===== config.mk =====
export PLATFORM = sky130hd
export DESIGN_NAME = tcirq_top
export DESIGN_NICKNAME = d
export VERILOG_FILES = /design/src/tcirq_pkg.sv /design/src/tcirq_top.sv
export VERILOG_INCLUDE_DIRS = /design/src /design/src/src
export SDC_FILE = /design/constraint.sdc
export NUM_CORES = 1
export LEC_CHECK = 0
export BUFFER_PORTS_ARGS = -buffer_cell sky130_fd_sc_hd__buf_2
export CAP_MARGIN = 0
export CORE_UTILIZATION = 45
export DETAILED_ROUTE_END_ITERATION = 16
export GPL_ROUTABILITY_DRIVEN = 1
export PLACE_DENSITY_LB_ADDON = 0.2
export SETUP_SLACK_MARGIN = 0.5
export SYNTH_ARGS = -nofsm -noshare
export SYNTH_HDL_FRONTEND = slang
export SYNTH_SLANG_ARGS = --single-unit

===== constraint.sdc =====
create_clock -name ref_clk -period 3.85 [get_ports ref_clk]
set_input_delay 0.385 -clock ref_clk [delete_from_list [all_inputs] [get_ports ref_clk]]
set_output_delay 0.385 -clock ref_clk [all_outputs]
set_load 0.05 [all_outputs]

===== src/tcirq_defines.svh =====
/*
 * Constants of the timer compare, flag and periodic tick block:
 * register offsets, field positions, reset values, timing counts.
 * Assumes inclusion by bare name from the package and the top module.
 */
`ifndef TCIRQ_DEFINES_SVH
`define TCIRQ_DEFINES_SVH

// register bus geometry
`define TCI_ADDR_W        5
`define TCI_DATA_W        8

// register offsets, one byte each
`define TCI_A_CNT_HI      5'h00
`define TCI_A_CNT_LO      5'h01
`define TCI_A_PIN_CTRL    5'h02
`define TCI_A_MSK1        5'h03
`define TCI_A_FLG1        5'h04
`define TCI_A_MSK2        5'h05
`define TCI_A_FLG2        5'h06
`define TCI_A_ACC_CTRL    5'h07
`define TCI_A_CMP_BASE    5'h08

// reset values
`define TCI_CMP_RST       16'hFFFF
`define TCI_BYTE_RST      8'h00

// implemented bits of the mixed registers
`define TCI_MSK2_IMPL     8'hF3
`define TCI_FLG2_IMPL     8'hF0
`define TCI_ACC_IMPL      8'h07

// field positions
`define TCI_F2_WRAP       7
`define TCI_F2_TICK       6
`define TCI_F1_SHARED     3
`define TCI_ACC_FSEL      2

// counter geometry and timing
`define TCI_CNT_MAX       16'hFFFF
`define TCI_CNT_ONE       16'h0001
`define TCI_PR_WINDOW     7'h40
`define TCI_TICK_BASE     13
`define TCI_CMP_CHANS     5
`define TCI_PIN_CHANS     4

`endif


===== src/tcirq_pkg.sv =====
/*
 * Types shared by the timer compare, flag and periodic tick block.
 * Assumes the defines header is on the include path.
 */
`include "tcirq_defines.svh"

package tcirq_pkg;

	// one register bus request, driven by the cpu side
	typedef struct packed {
		logic [`TCI_ADDR_W-1:0] addr;
		logic [`TCI_DATA_W-1:0] wdata;
		logic                   wr;
		logic                   rd;
	} tcirq_bus_req_t;

	// counter divide ratio from the clock
	typedef enum logic [1:0] {
		TCI_DIV1  = 2'b00,
		TCI_DIV4  = 2'b01,
		TCI_DIV8  = 2'b10,
		TCI_DIV16 = 2'b11
	} tcirq_prescale_t;

	// pin action on a successful compare
	typedef enum logic [1:0] {
		TCI_PIN_KEEP   = 2'b00,
		TCI_PIN_TOGGLE = 2'b01,
		TCI_PIN_CLEAR  = 2'b10,
		TCI_PIN_SET    = 2'b11
	} tcirq_pin_act_t;

endpackage : tcirq_pkg


===== src/tcirq_top.sv =====
/*
 * Free-running counter with coherent byte reads, five compare channels,
 * four with pin actions, capture/compare and wrap/tick flag and enable
 * registers, prescaler and periodic tick.
 * Assumes one clock, inputs synchronous to it, capture and accumulator
 * events delivered as one-cycle pulses by their own edge logic.
 */
// Notes on behaviour
// - counter is read-only to software; writes never change the count
// - high-byte read latches low byte; next-cycle low read returns it
// - mode/level pair: 00 disconnect, 01 toggle, 10 low, 11 high
// - channel five pin acts only while function select is clear
// - first enable register gates first flags bit for bit into irq
// - shared enable serves capture four or compare five per select
// - writing one clears that flag; zero leaves it untouched
// - compare flags one to four set on every counter match
// - shared flag set by capture four or compare five per select
// - capture flags one to three set on each active edge event
// - wrap flag set when counter goes from FFFF to 0000
// - wrap irq requested while wrap flag and its enable set
// - prescale codes divide clock by 1, 4, 8 or 16
// - in normal mode prescale written once, within 64 cycles
// - unimplemented bits of second mask and flag registers read zero
// - tick period is clock over 2^13, 2^14, 2^15 or 2^16
// - tick divider runs free, only reset stops it
// - every timeout sets tick flag; irq while flag and enable set
// - first tick flag only after one whole period from reset
// - writing second flag register with bit 6 clears tick flag
// - high four bits of second mask enable second flags
// - pin action happens on every match, flag cleared or not
// - compare registers reset to all ones
// - function select one means capture four, zero compare five
`include "tcirq_defines.svh"

module tcirq_top
	import tcirq_pkg::*;
#(
	parameter int TICK_BASE_LOG2 = `TCI_TICK_BASE
) (
	// clock and reset
	input  logic                   ref_clk,
	input  logic                   nrst,
	// register bus
	input  tcirq_bus_req_t         bus_req,
	output logic [`TCI_DATA_W-1:0] bus_rdata,
	// operating mode
	input  logic                   normal_mode,
	// events from capture and accumulator logic
	input  logic [2:0]             cap_evt,
	input  logic                   cap4_evt,
	input  logic                   accum_wrap_evt,
	input  logic                   accum_edge_evt,
	// compare pins for channels two to five
	output logic [`TCI_PIN_CHANS-1:0] cmp_pin,
	output logic [`TCI_PIN_CHANS-1:0] cmp_pin_oe,
	// interrupt requests
	output logic                   irq_capcmp,
	output logic                   irq_wrap_tick
);

	localparam int TW = TICK_BASE_LOG2 + 3;

	// true when a strobe of the given kind hits the given offset
	function automatic logic bus_hit(input tcirq_bus_req_t r, input logic strobe,
	                                 input logic [`TCI_ADDR_W-1:0] a);
		return strobe && (r.addr == a);
	endfunction : bus_hit

	// terminal value of the prescale counter for a ratio
	function automatic logic [3:0] pre_term(input tcirq_prescale_t p);
		logic [3:0] t;
		t = 4'h0;
		unique case (p)
			TCI_DIV1:  t = 4'h0;
			TCI_DIV4:  t = 4'h3;
			TCI_DIV8:  t = 4'h7;
			TCI_DIV16: t = 4'hF;
		endcase
		return t;
	endfunction : pre_term

	// offset of the high byte of compare channel i
	function automatic logic [`TCI_ADDR_W-1:0] cmp_addr(input int i);
		return `TCI_ADDR_W'(`TCI_A_CMP_BASE + 2 * i);
	endfunction : cmp_addr

	// registers
	logic [3:0]             pre_reg, pre_next;
	logic [15:0]            cnt_reg, cnt_next;
	logic [7:0]             lo_hold_reg, lo_hold_next;
	logic                   lo_valid_reg, lo_valid_next;
	logic [1:0]             pr_reg, pr_next;
	logic                   pr_locked_reg, pr_locked_next;
	logic [6:0]             age_reg, age_next;
	logic [TW-1:0]          tick_div_reg, tick_div_next;
	logic [15:0]            cmp_reg [`TCI_CMP_CHANS];
	logic [15:0]            cmp_next [`TCI_CMP_CHANS];
	logic [7:0]             pin_ctrl_reg, pin_ctrl_next;
	logic [7:0]             msk1_reg, msk1_next;
	logic [7:0]             flg1_reg, flg1_next;
	logic [7:0]             msk2_reg, msk2_next;
	logic [7:0]             flg2_reg, flg2_next;
	logic [7:0]             acc_reg, acc_next;
	logic [`TCI_PIN_CHANS-1:0] pin_reg, pin_next;
	logic [`TCI_PIN_CHANS-1:0] oe_reg, oe_next;
	logic                   irq1_reg, irq1_next;
	logic                   irq2_reg, irq2_next;
	logic [7:0]             rdata_reg, rdata_next;

	// events of this cycle
	logic                   step, wrap, timeout, fsel, pr_wr_ok;
	logic [15:0]            cnt_inc;
	logic [TW-1:0]          tick_mask;
	logic [`TCI_CMP_CHANS-1:0] match;
	logic [7:0]             set1, set2, clr1, clr2;

	assign fsel = acc_reg[`TCI_ACC_FSEL];

	// counter and prescaler; writes to the counter offsets are ignored
	always_comb begin
		cnt_inc  = cnt_reg + `TCI_CNT_ONE;
		step     = (pre_reg == pre_term(tcirq_prescale_t'(pr_reg)));
		pre_next = step ? 4'h0 : pre_reg + 4'h1;
		cnt_next = step ? cnt_inc : cnt_reg;
		wrap     = step && (cnt_reg == `TCI_CNT_MAX);
	end

	// coherent low byte: valid for exactly the cycle after a high read
	always_comb begin
		lo_valid_next = bus_hit(bus_req, bus_req.rd, `TCI_A_CNT_HI);
		lo_hold_next  = lo_valid_next ? cnt_reg[7:0] : lo_hold_reg;
	end

	// prescale write window; special modes may rewrite it at will
	always_comb begin
		age_next       = (age_reg == `TCI_PR_WINDOW) ? age_reg : age_reg + 7'h01;
		pr_wr_ok       = !normal_mode || (!pr_locked_reg && age_reg < `TCI_PR_WINDOW);
		pr_next        = pr_reg;
		pr_locked_next = pr_locked_reg;
		if (bus_hit(bus_req, bus_req.wr, `TCI_A_MSK2) && pr_wr_ok) begin
			pr_next        = bus_req.wdata[1:0];
			pr_locked_next = normal_mode;
		end
	end

	// tick divider never stops, so periods run timeout to timeout
	always_comb begin
		tick_div_next = tick_div_reg + TW'(1);
		tick_mask     = {TW{1'b1}} >> (2'h3 - acc_reg[1:0]);
		timeout       = ((tick_div_reg & tick_mask) == tick_mask);
	end

	// compare registers and comparators
	always_comb begin
		for (int i = 0; i < `TCI_CMP_CHANS; i++) begin
			cmp_next[i] = cmp_reg[i];
			if (bus_hit(bus_req, bus_req.wr, cmp_addr(i)))
				cmp_next[i][15:8] = bus_req.wdata;
			if (bus_hit(bus_req, bus_req.wr, cmp_addr(i) + `TCI_ADDR_W'(1)))
				cmp_next[i][7:0] = bus_req.wdata;
			match[i] = step && (cnt_inc == cmp_reg[i]);
		end
	end

	// control registers
	always_comb begin
		pin_ctrl_next = pin_ctrl_reg;
		msk1_next     = msk1_reg;
		msk2_next     = msk2_reg;
		acc_next      = acc_reg;
		if (bus_hit(bus_req, bus_req.wr, `TCI_A_PIN_CTRL))
			pin_ctrl_next = bus_req.wdata;
		if (bus_hit(bus_req, bus_req.wr, `TCI_A_MSK1))
			msk1_next = bus_req.wdata;
		if (bus_hit(bus_req, bus_req.wr, `TCI_A_MSK2))
			msk2_next = {bus_req.wdata[7:4], 2'h0, pr_next} & `TCI_MSK2_IMPL;
		if (bus_hit(bus_req, bus_req.wr, `TCI_A_ACC_CTRL))
			acc_next = bus_req.wdata & `TCI_ACC_IMPL;
	end

	// flags: set term or'ed after the clear so an event is never lost
	always_comb begin
		set1[7:4] = {match[0], match[1], match[2], match[3]};
		set1[`TCI_F1_SHARED] = fsel ? cap4_evt : match[4];
		set1[2:0] = {cap_evt[0], cap_evt[1], cap_evt[2]};
		set2 = {wrap, timeout, accum_wrap_evt, accum_edge_evt, 4'h0};
		clr1 = bus_hit(bus_req, bus_req.wr, `TCI_A_FLG1) ? bus_req.wdata : 8'h00;
		clr2 = bus_hit(bus_req, bus_req.wr, `TCI_A_FLG2) ? bus_req.wdata : 8'h00;
		flg1_next = (flg1_reg & ~clr1) | set1;
		flg2_next = ((flg2_reg & ~clr2) | set2) & `TCI_FLG2_IMPL;
	end

	// level requests from the next flag and enable values, so the
	// registered outputs line up with the registers in every cycle
	always_comb begin
		irq1_next = |(flg1_next & msk1_next);
		irq2_next = |(flg2_next & msk2_next & `TCI_FLG2_IMPL);
	end

	// pin actions on every match, independent of the flag state
	always_comb begin
		for (int k = 0; k < `TCI_PIN_CHANS; k++) begin
			logic [1:0] act;
			logic       live;
			act  = pin_ctrl_reg[7 - 2 * k -: 2];
			live = (k != `TCI_PIN_CHANS - 1) || !fsel;
			pin_next[k] = pin_reg[k];
			oe_next[k]  = live && (act != TCI_PIN_KEEP);
			if (live && match[k + 1]) begin
				unique case (tcirq_pin_act_t'(act))
					TCI_PIN_KEEP:   pin_next[k] = pin_reg[k];
					TCI_PIN_TOGGLE: pin_next[k] = !pin_reg[k];
					TCI_PIN_CLEAR:  pin_next[k] = 1'b0;
					TCI_PIN_SET:    pin_next[k] = 1'b1;
				endcase
			end
		end
	end

	// read mux; data stand only in the cycle after the read strobe
	always_comb begin
		rdata_next = 8'h00;
		if (bus_req.rd) begin
			unique case (bus_req.addr)
				`TCI_A_CNT_HI:   rdata_next = cnt_reg[15:8];
				`TCI_A_CNT_LO:   rdata_next = lo_valid_reg ? lo_hold_reg : cnt_reg[7:0];
				`TCI_A_PIN_CTRL: rdata_next = pin_ctrl_reg;
				`TCI_A_MSK1:     rdata_next = msk1_reg;
				`TCI_A_FLG1:     rdata_next = flg1_reg;
				`TCI_A_MSK2:     rdata_next = msk2_reg & `TCI_MSK2_IMPL;
				`TCI_A_FLG2:     rdata_next = flg2_reg & `TCI_FLG2_IMPL;
				`TCI_A_ACC_CTRL: rdata_next = acc_reg;
				default:         rdata_next = 8'h00;
			endcase
			for (int i = 0; i < `TCI_CMP_CHANS; i++) begin
				if (bus_req.addr == cmp_addr(i))
					rdata_next = cmp_reg[i][15:8];
				if (bus_req.addr == cmp_addr(i) + `TCI_ADDR_W'(1))
					rdata_next = cmp_reg[i][7:0];
			end
		end
	end

	// all state registers
	always_ff @(posedge ref_clk or negedge nrst) begin
		if (!nrst) begin
			pre_reg       <= 4'h0;
			cnt_reg       <= 16'h0000;
			lo_hold_reg   <= `TCI_BYTE_RST;
			lo_valid_reg  <= 1'b0;
			pr_reg        <= 2'h0;
			pr_locked_reg <= 1'b0;
			age_reg       <= 7'h00;
			tick_div_reg  <= '0;
			for (int i = 0; i < `TCI_CMP_CHANS; i++)
				cmp_reg[i] <= `TCI_CMP_RST;
			pin_ctrl_reg  <= `TCI_BYTE_RST;
			msk1_reg      <= `TCI_BYTE_RST;
			flg1_reg      <= `TCI_BYTE_RST;
			msk2_reg      <= `TCI_BYTE_RST;
			flg2_reg      <= `TCI_BYTE_RST;
			acc_reg       <= `TCI_BYTE_RST;
			pin_reg       <= '0;
			oe_reg        <= '0;
			irq1_reg      <= 1'b0;
			irq2_reg      <= 1'b0;
			rdata_reg     <= 8'h00;
		end else begin
			pre_reg       <= pre_next;
			cnt_reg       <= cnt_next;
			lo_hold_reg   <= lo_hold_next;
			lo_valid_reg  <= lo_valid_next;
			pr_reg        <= pr_next;
			pr_locked_reg <= pr_locked_next;
			age_reg       <= age_next;
			tick_div_reg  <= tick_div_next;
			for (int i = 0; i < `TCI_CMP_CHANS; i++)
				cmp_reg[i] <= cmp_next[i];
			pin_ctrl_reg  <= pin_ctrl_next;
			msk1_reg      <= msk1_next;
			flg1_reg      <= flg1_next;
			msk2_reg      <= msk2_next;
			flg2_reg      <= flg2_next;
			acc_reg       <= acc_next;
			pin_reg       <= pin_next;
			oe_reg        <= oe_next;
			irq1_reg      <= irq1_next;
			irq2_reg      <= irq2_next;
			rdata_reg     <= rdata_next;
		end
	end

	// outputs, all straight from flops
	assign bus_rdata     = rdata_reg;
	assign cmp_pin       = pin_reg;
	assign cmp_pin_oe    = oe_reg;
	assign irq_capcmp    = irq1_reg;
	assign irq_wrap_tick = irq2_reg;
endmodule : tcirq_top


==> results.tsv <==
metric	value	unit
Netlist cell types	74	
Antenna Diode Count	0	
Post-Syn Nets	1024	
Final nets	1062	
Yosys reg bits	190	
full die area	24300	sq um
number of flip-flops under the largest register name	80	
WP data arrival	3.43	ns
Vias/cell	6.15	
grt ovf	0	
FF-to-FF setup slack	0.73	ns
Buffers on Ports	41	
clk sink count	190	
RSZ-0062 raised after global routing	no	
R2R depth	10	
initial drt markers	1031	
clock latency on the worst-skew pair	0.44	ns
Slew headroom	39.1	%
clock tree from TritonCTS	built	
top post-synthesis cells by area	dfrtp_1 (26%), dfstp_2 (20%), mux2_2 (12%)	
Sw Pwr	0.00244	W
Fill cells	2035	
maximum clock rate	321	MHz
Worst setup SP type	flip-flop	
hold crit path type	primary input to async pin	
Int Pwr	0.00412	W
core area	22900	sq um
Layout Area Growth over Synthesis	11.4	%
final hold violations	0	
YS warnings	0	
I/O pins	42	
Final min period	3.12	ns
commonest non-fill, non-tap cell in the layout	mux2_2	
largest net degree at the start of global routing	116	
first-pass GRT wire length	51.9	mm
clock network fraction of total power	27.6	%
Sequential Power Share	44.5	%
drc violations	0	
maxcap violations	0	
Critical Path Sink Type	flip-flop	
Pins Over Slew Limit	0	
setup TNS	0	ns
static leakage	4.79	nW
total vias in the final route	8354	
worst path required time	4.16	ns
dpl hpwl	25.3	mm
Hold Buf Count CTS	0	
DR pass1 iterations	8	
Final Setup Violations	0	
final wirelength	34.2	mm
crit path kind	flip-flop to flip-flop	
DIE HEIGHT	156	microns
P per Cell Area	552	nW/um^2
CTS buffer count	17	
Syn Area/Cell	10.7	sq um
GPL Wtd Cong	0.994	
r2r startpoint	cnt_reg[1]	
synthesized area	10700	sq um
root buffer cell	clkbuf_16	
most frequent cells in the layout	mux2_2 (118), dfrtp_1 (109), xnor2_1 (81)	
register area	4860	sq um
Clk pin slew, worst setup/hold paths	0.08	ns
Core Util, Final	51.8	%
sequential share of the synthesized area	45.6	%
status	completed	
Synth top area share	25.8	%
Comb power frac	27.8	%
All-Layer GR Usage	29.4	%
Synth area leader	dfrtp_1	
clk buf depth	2	
initial antenna violation count	0	
cells after synthesis	995	
EDFF count, synth	0	
htree depth	4	
Initial Util	46.5	%
peak ir drop on the vdd network	0.266	mV
reg2reg end	cmp_pin[2]	
async set-or-reset flop fraction in the synthesized netlist	100	%
area of the multi-input gates	5520	sq um
Final Skew	0.0122	ns
final period utilization	81.0	%
Max FO, Critical Path	13	
detail-routed net length per standard cell	25.2	microns
Synth Flop Type	dfrtp_1	
vias in the first global route	7997	
layout cells sized above 1	30.9	%
Die Wd	156	microns
cell row count	55	
worst-margin pin slew	0.914	ns
Antenna Nets Post-Route	0	
switching part of the total power	37.2	%
## worst max-delay path, cell delays in order, from the launching register on
cell and delay (ns):
dfrtp_2 0.44, ha_1 0.21, buf_4 0.21, and3_1 0.30, nand3_2 0.21, xor2_2 0.25, xor2_1 0.19, nand4_1 0.22
or4_1 0.66, mux2i_1 0.18, o221ai_1 0.11
## cell usage after synthesis (3+ instances only)
master	instances
a2111oi_0	5
a21o_1	5
a21oi_1	22
a221oi_1	10
a222oi_1	4
a22o_1	4
a22oi_1	11
a31oi_1	8
a32oi_1	3
and2_1	5
and3_1	9
and4_1	4
buf_1	10
buf_2	5
buf_6	3
clkbuf_1	31
dfrtp_1	110
dfstp_2	80
ha_1	5
inv_1	19
mux2_2	118
mux2i_1	20
nand2_1	80
nand2b_1	8
nand3_1	43
nand3b_1	7
nand4_1	13
nor2_1	57
nor2b_1	10
nor3_1	13
nor3b_1	10
nor4_1	5
nor4b_1	3
o2111ai_1	7
o211ai_1	7
o21ai_0	42
o221ai_1	6
o22ai_1	10
o31ai_1	3
or2_2	7
or3_1	6
or4_1	3
xnor2_1	81
xor2_1	45
## per-stage QoR
stage                     area, sq um  hold slack (ns)  std cells  total power (W)  worst slack (ns)
after global routing            11900            0.132       1359          0.00684             0.555
after global placement          11200            0.460       1325          0.00470             0.651
final                           11900           0.0673       1359          0.00656             0.731
after detailed placement        11200            0.458       1325          0.00473             0.517
after CTS                       11800           0.0996       1357          0.00655             0.505
after floorplan                 10700           0.0894        995          0.00405             0.938
## repair_timing
| item | 4_1_cts | 5_1_grt |
|---|---|---|
| setup buffers | 0 | 2 |
| gates resized for setup | 0 | 4 |
| hold endpoints to repair | 0 | 0 |
| endpoints found under the setup margin | 0 | 4 |
## area by class of cell
type / instances / area share [%]
sequential: 190 / 40.9
clock buffer: 17 / 3.58
multi-input combinational: 735 / 46.5
inverter: 19 / 0.600
tap: 313 / 3.30
clock inverter: 15 / 1.50
timing repair buffer: 70 / 3.63
## cell families (layout without fill, tap and decap cells)
family / Yosys count / count (layout) / synth area share (%)
xor gates and xnor gates: 129 / 129 / 10.9
and+or+nand+nor: 297 / 297 / 14.9
buffers and inverters: 70 / 121 / 2.81
muxes: 139 / 139 / 14.6
AOI/OAI and AO/OA: 165 / 165 / 10.6
DFF: 190 / 190 / 45.6
adders and majority gates: 5 / 5 / 0.587
## power by group through the flow
| stage | sequential (W) | clock, W | combinational [W] |
|---|---|---|---|
| after global routing | 0.00295 | 0.00193 | 0.00196 |
| after CTS | 0.00290 | 0.00185 | 0.00180 |
| final | 0.00292 | 0.00181 | 0.00183 |
| after floorplan | 0.00279 | 0 | 0.00126 |
| after detailed placement | 0.00294 | 0 | 0.00180 |
| after global placement | 0.00293 | 0 | 0.00177 |
## routing by layer
layer	GRT usage, %	vias to the layer above	routed length, microns
met5	0	-	0
met4	10.3	0	1170
met3	5.61	70	2490
met2	44.9	386	15300
met1	41.5	4234	15200
li1	-	3664	-
## how the worst max path moves through the flow
stage / from / endpoint / depth (start not counted)
floorplan: cnt_reg[1] / irq_capcmp / 9
CTS: cnt_reg[1] / cmp_pin[2] / 10
global placement: cnt_reg[1] / cmp_pin[2] / 10
finish: cnt_reg[1] / cmp_pin[2] / 10
detailed placement: cnt_reg[1] / cmp_pin[2] / 10
global route: cnt_reg[5] / cmp_pin[2] / 9
(Power assumes the default switching activity.)
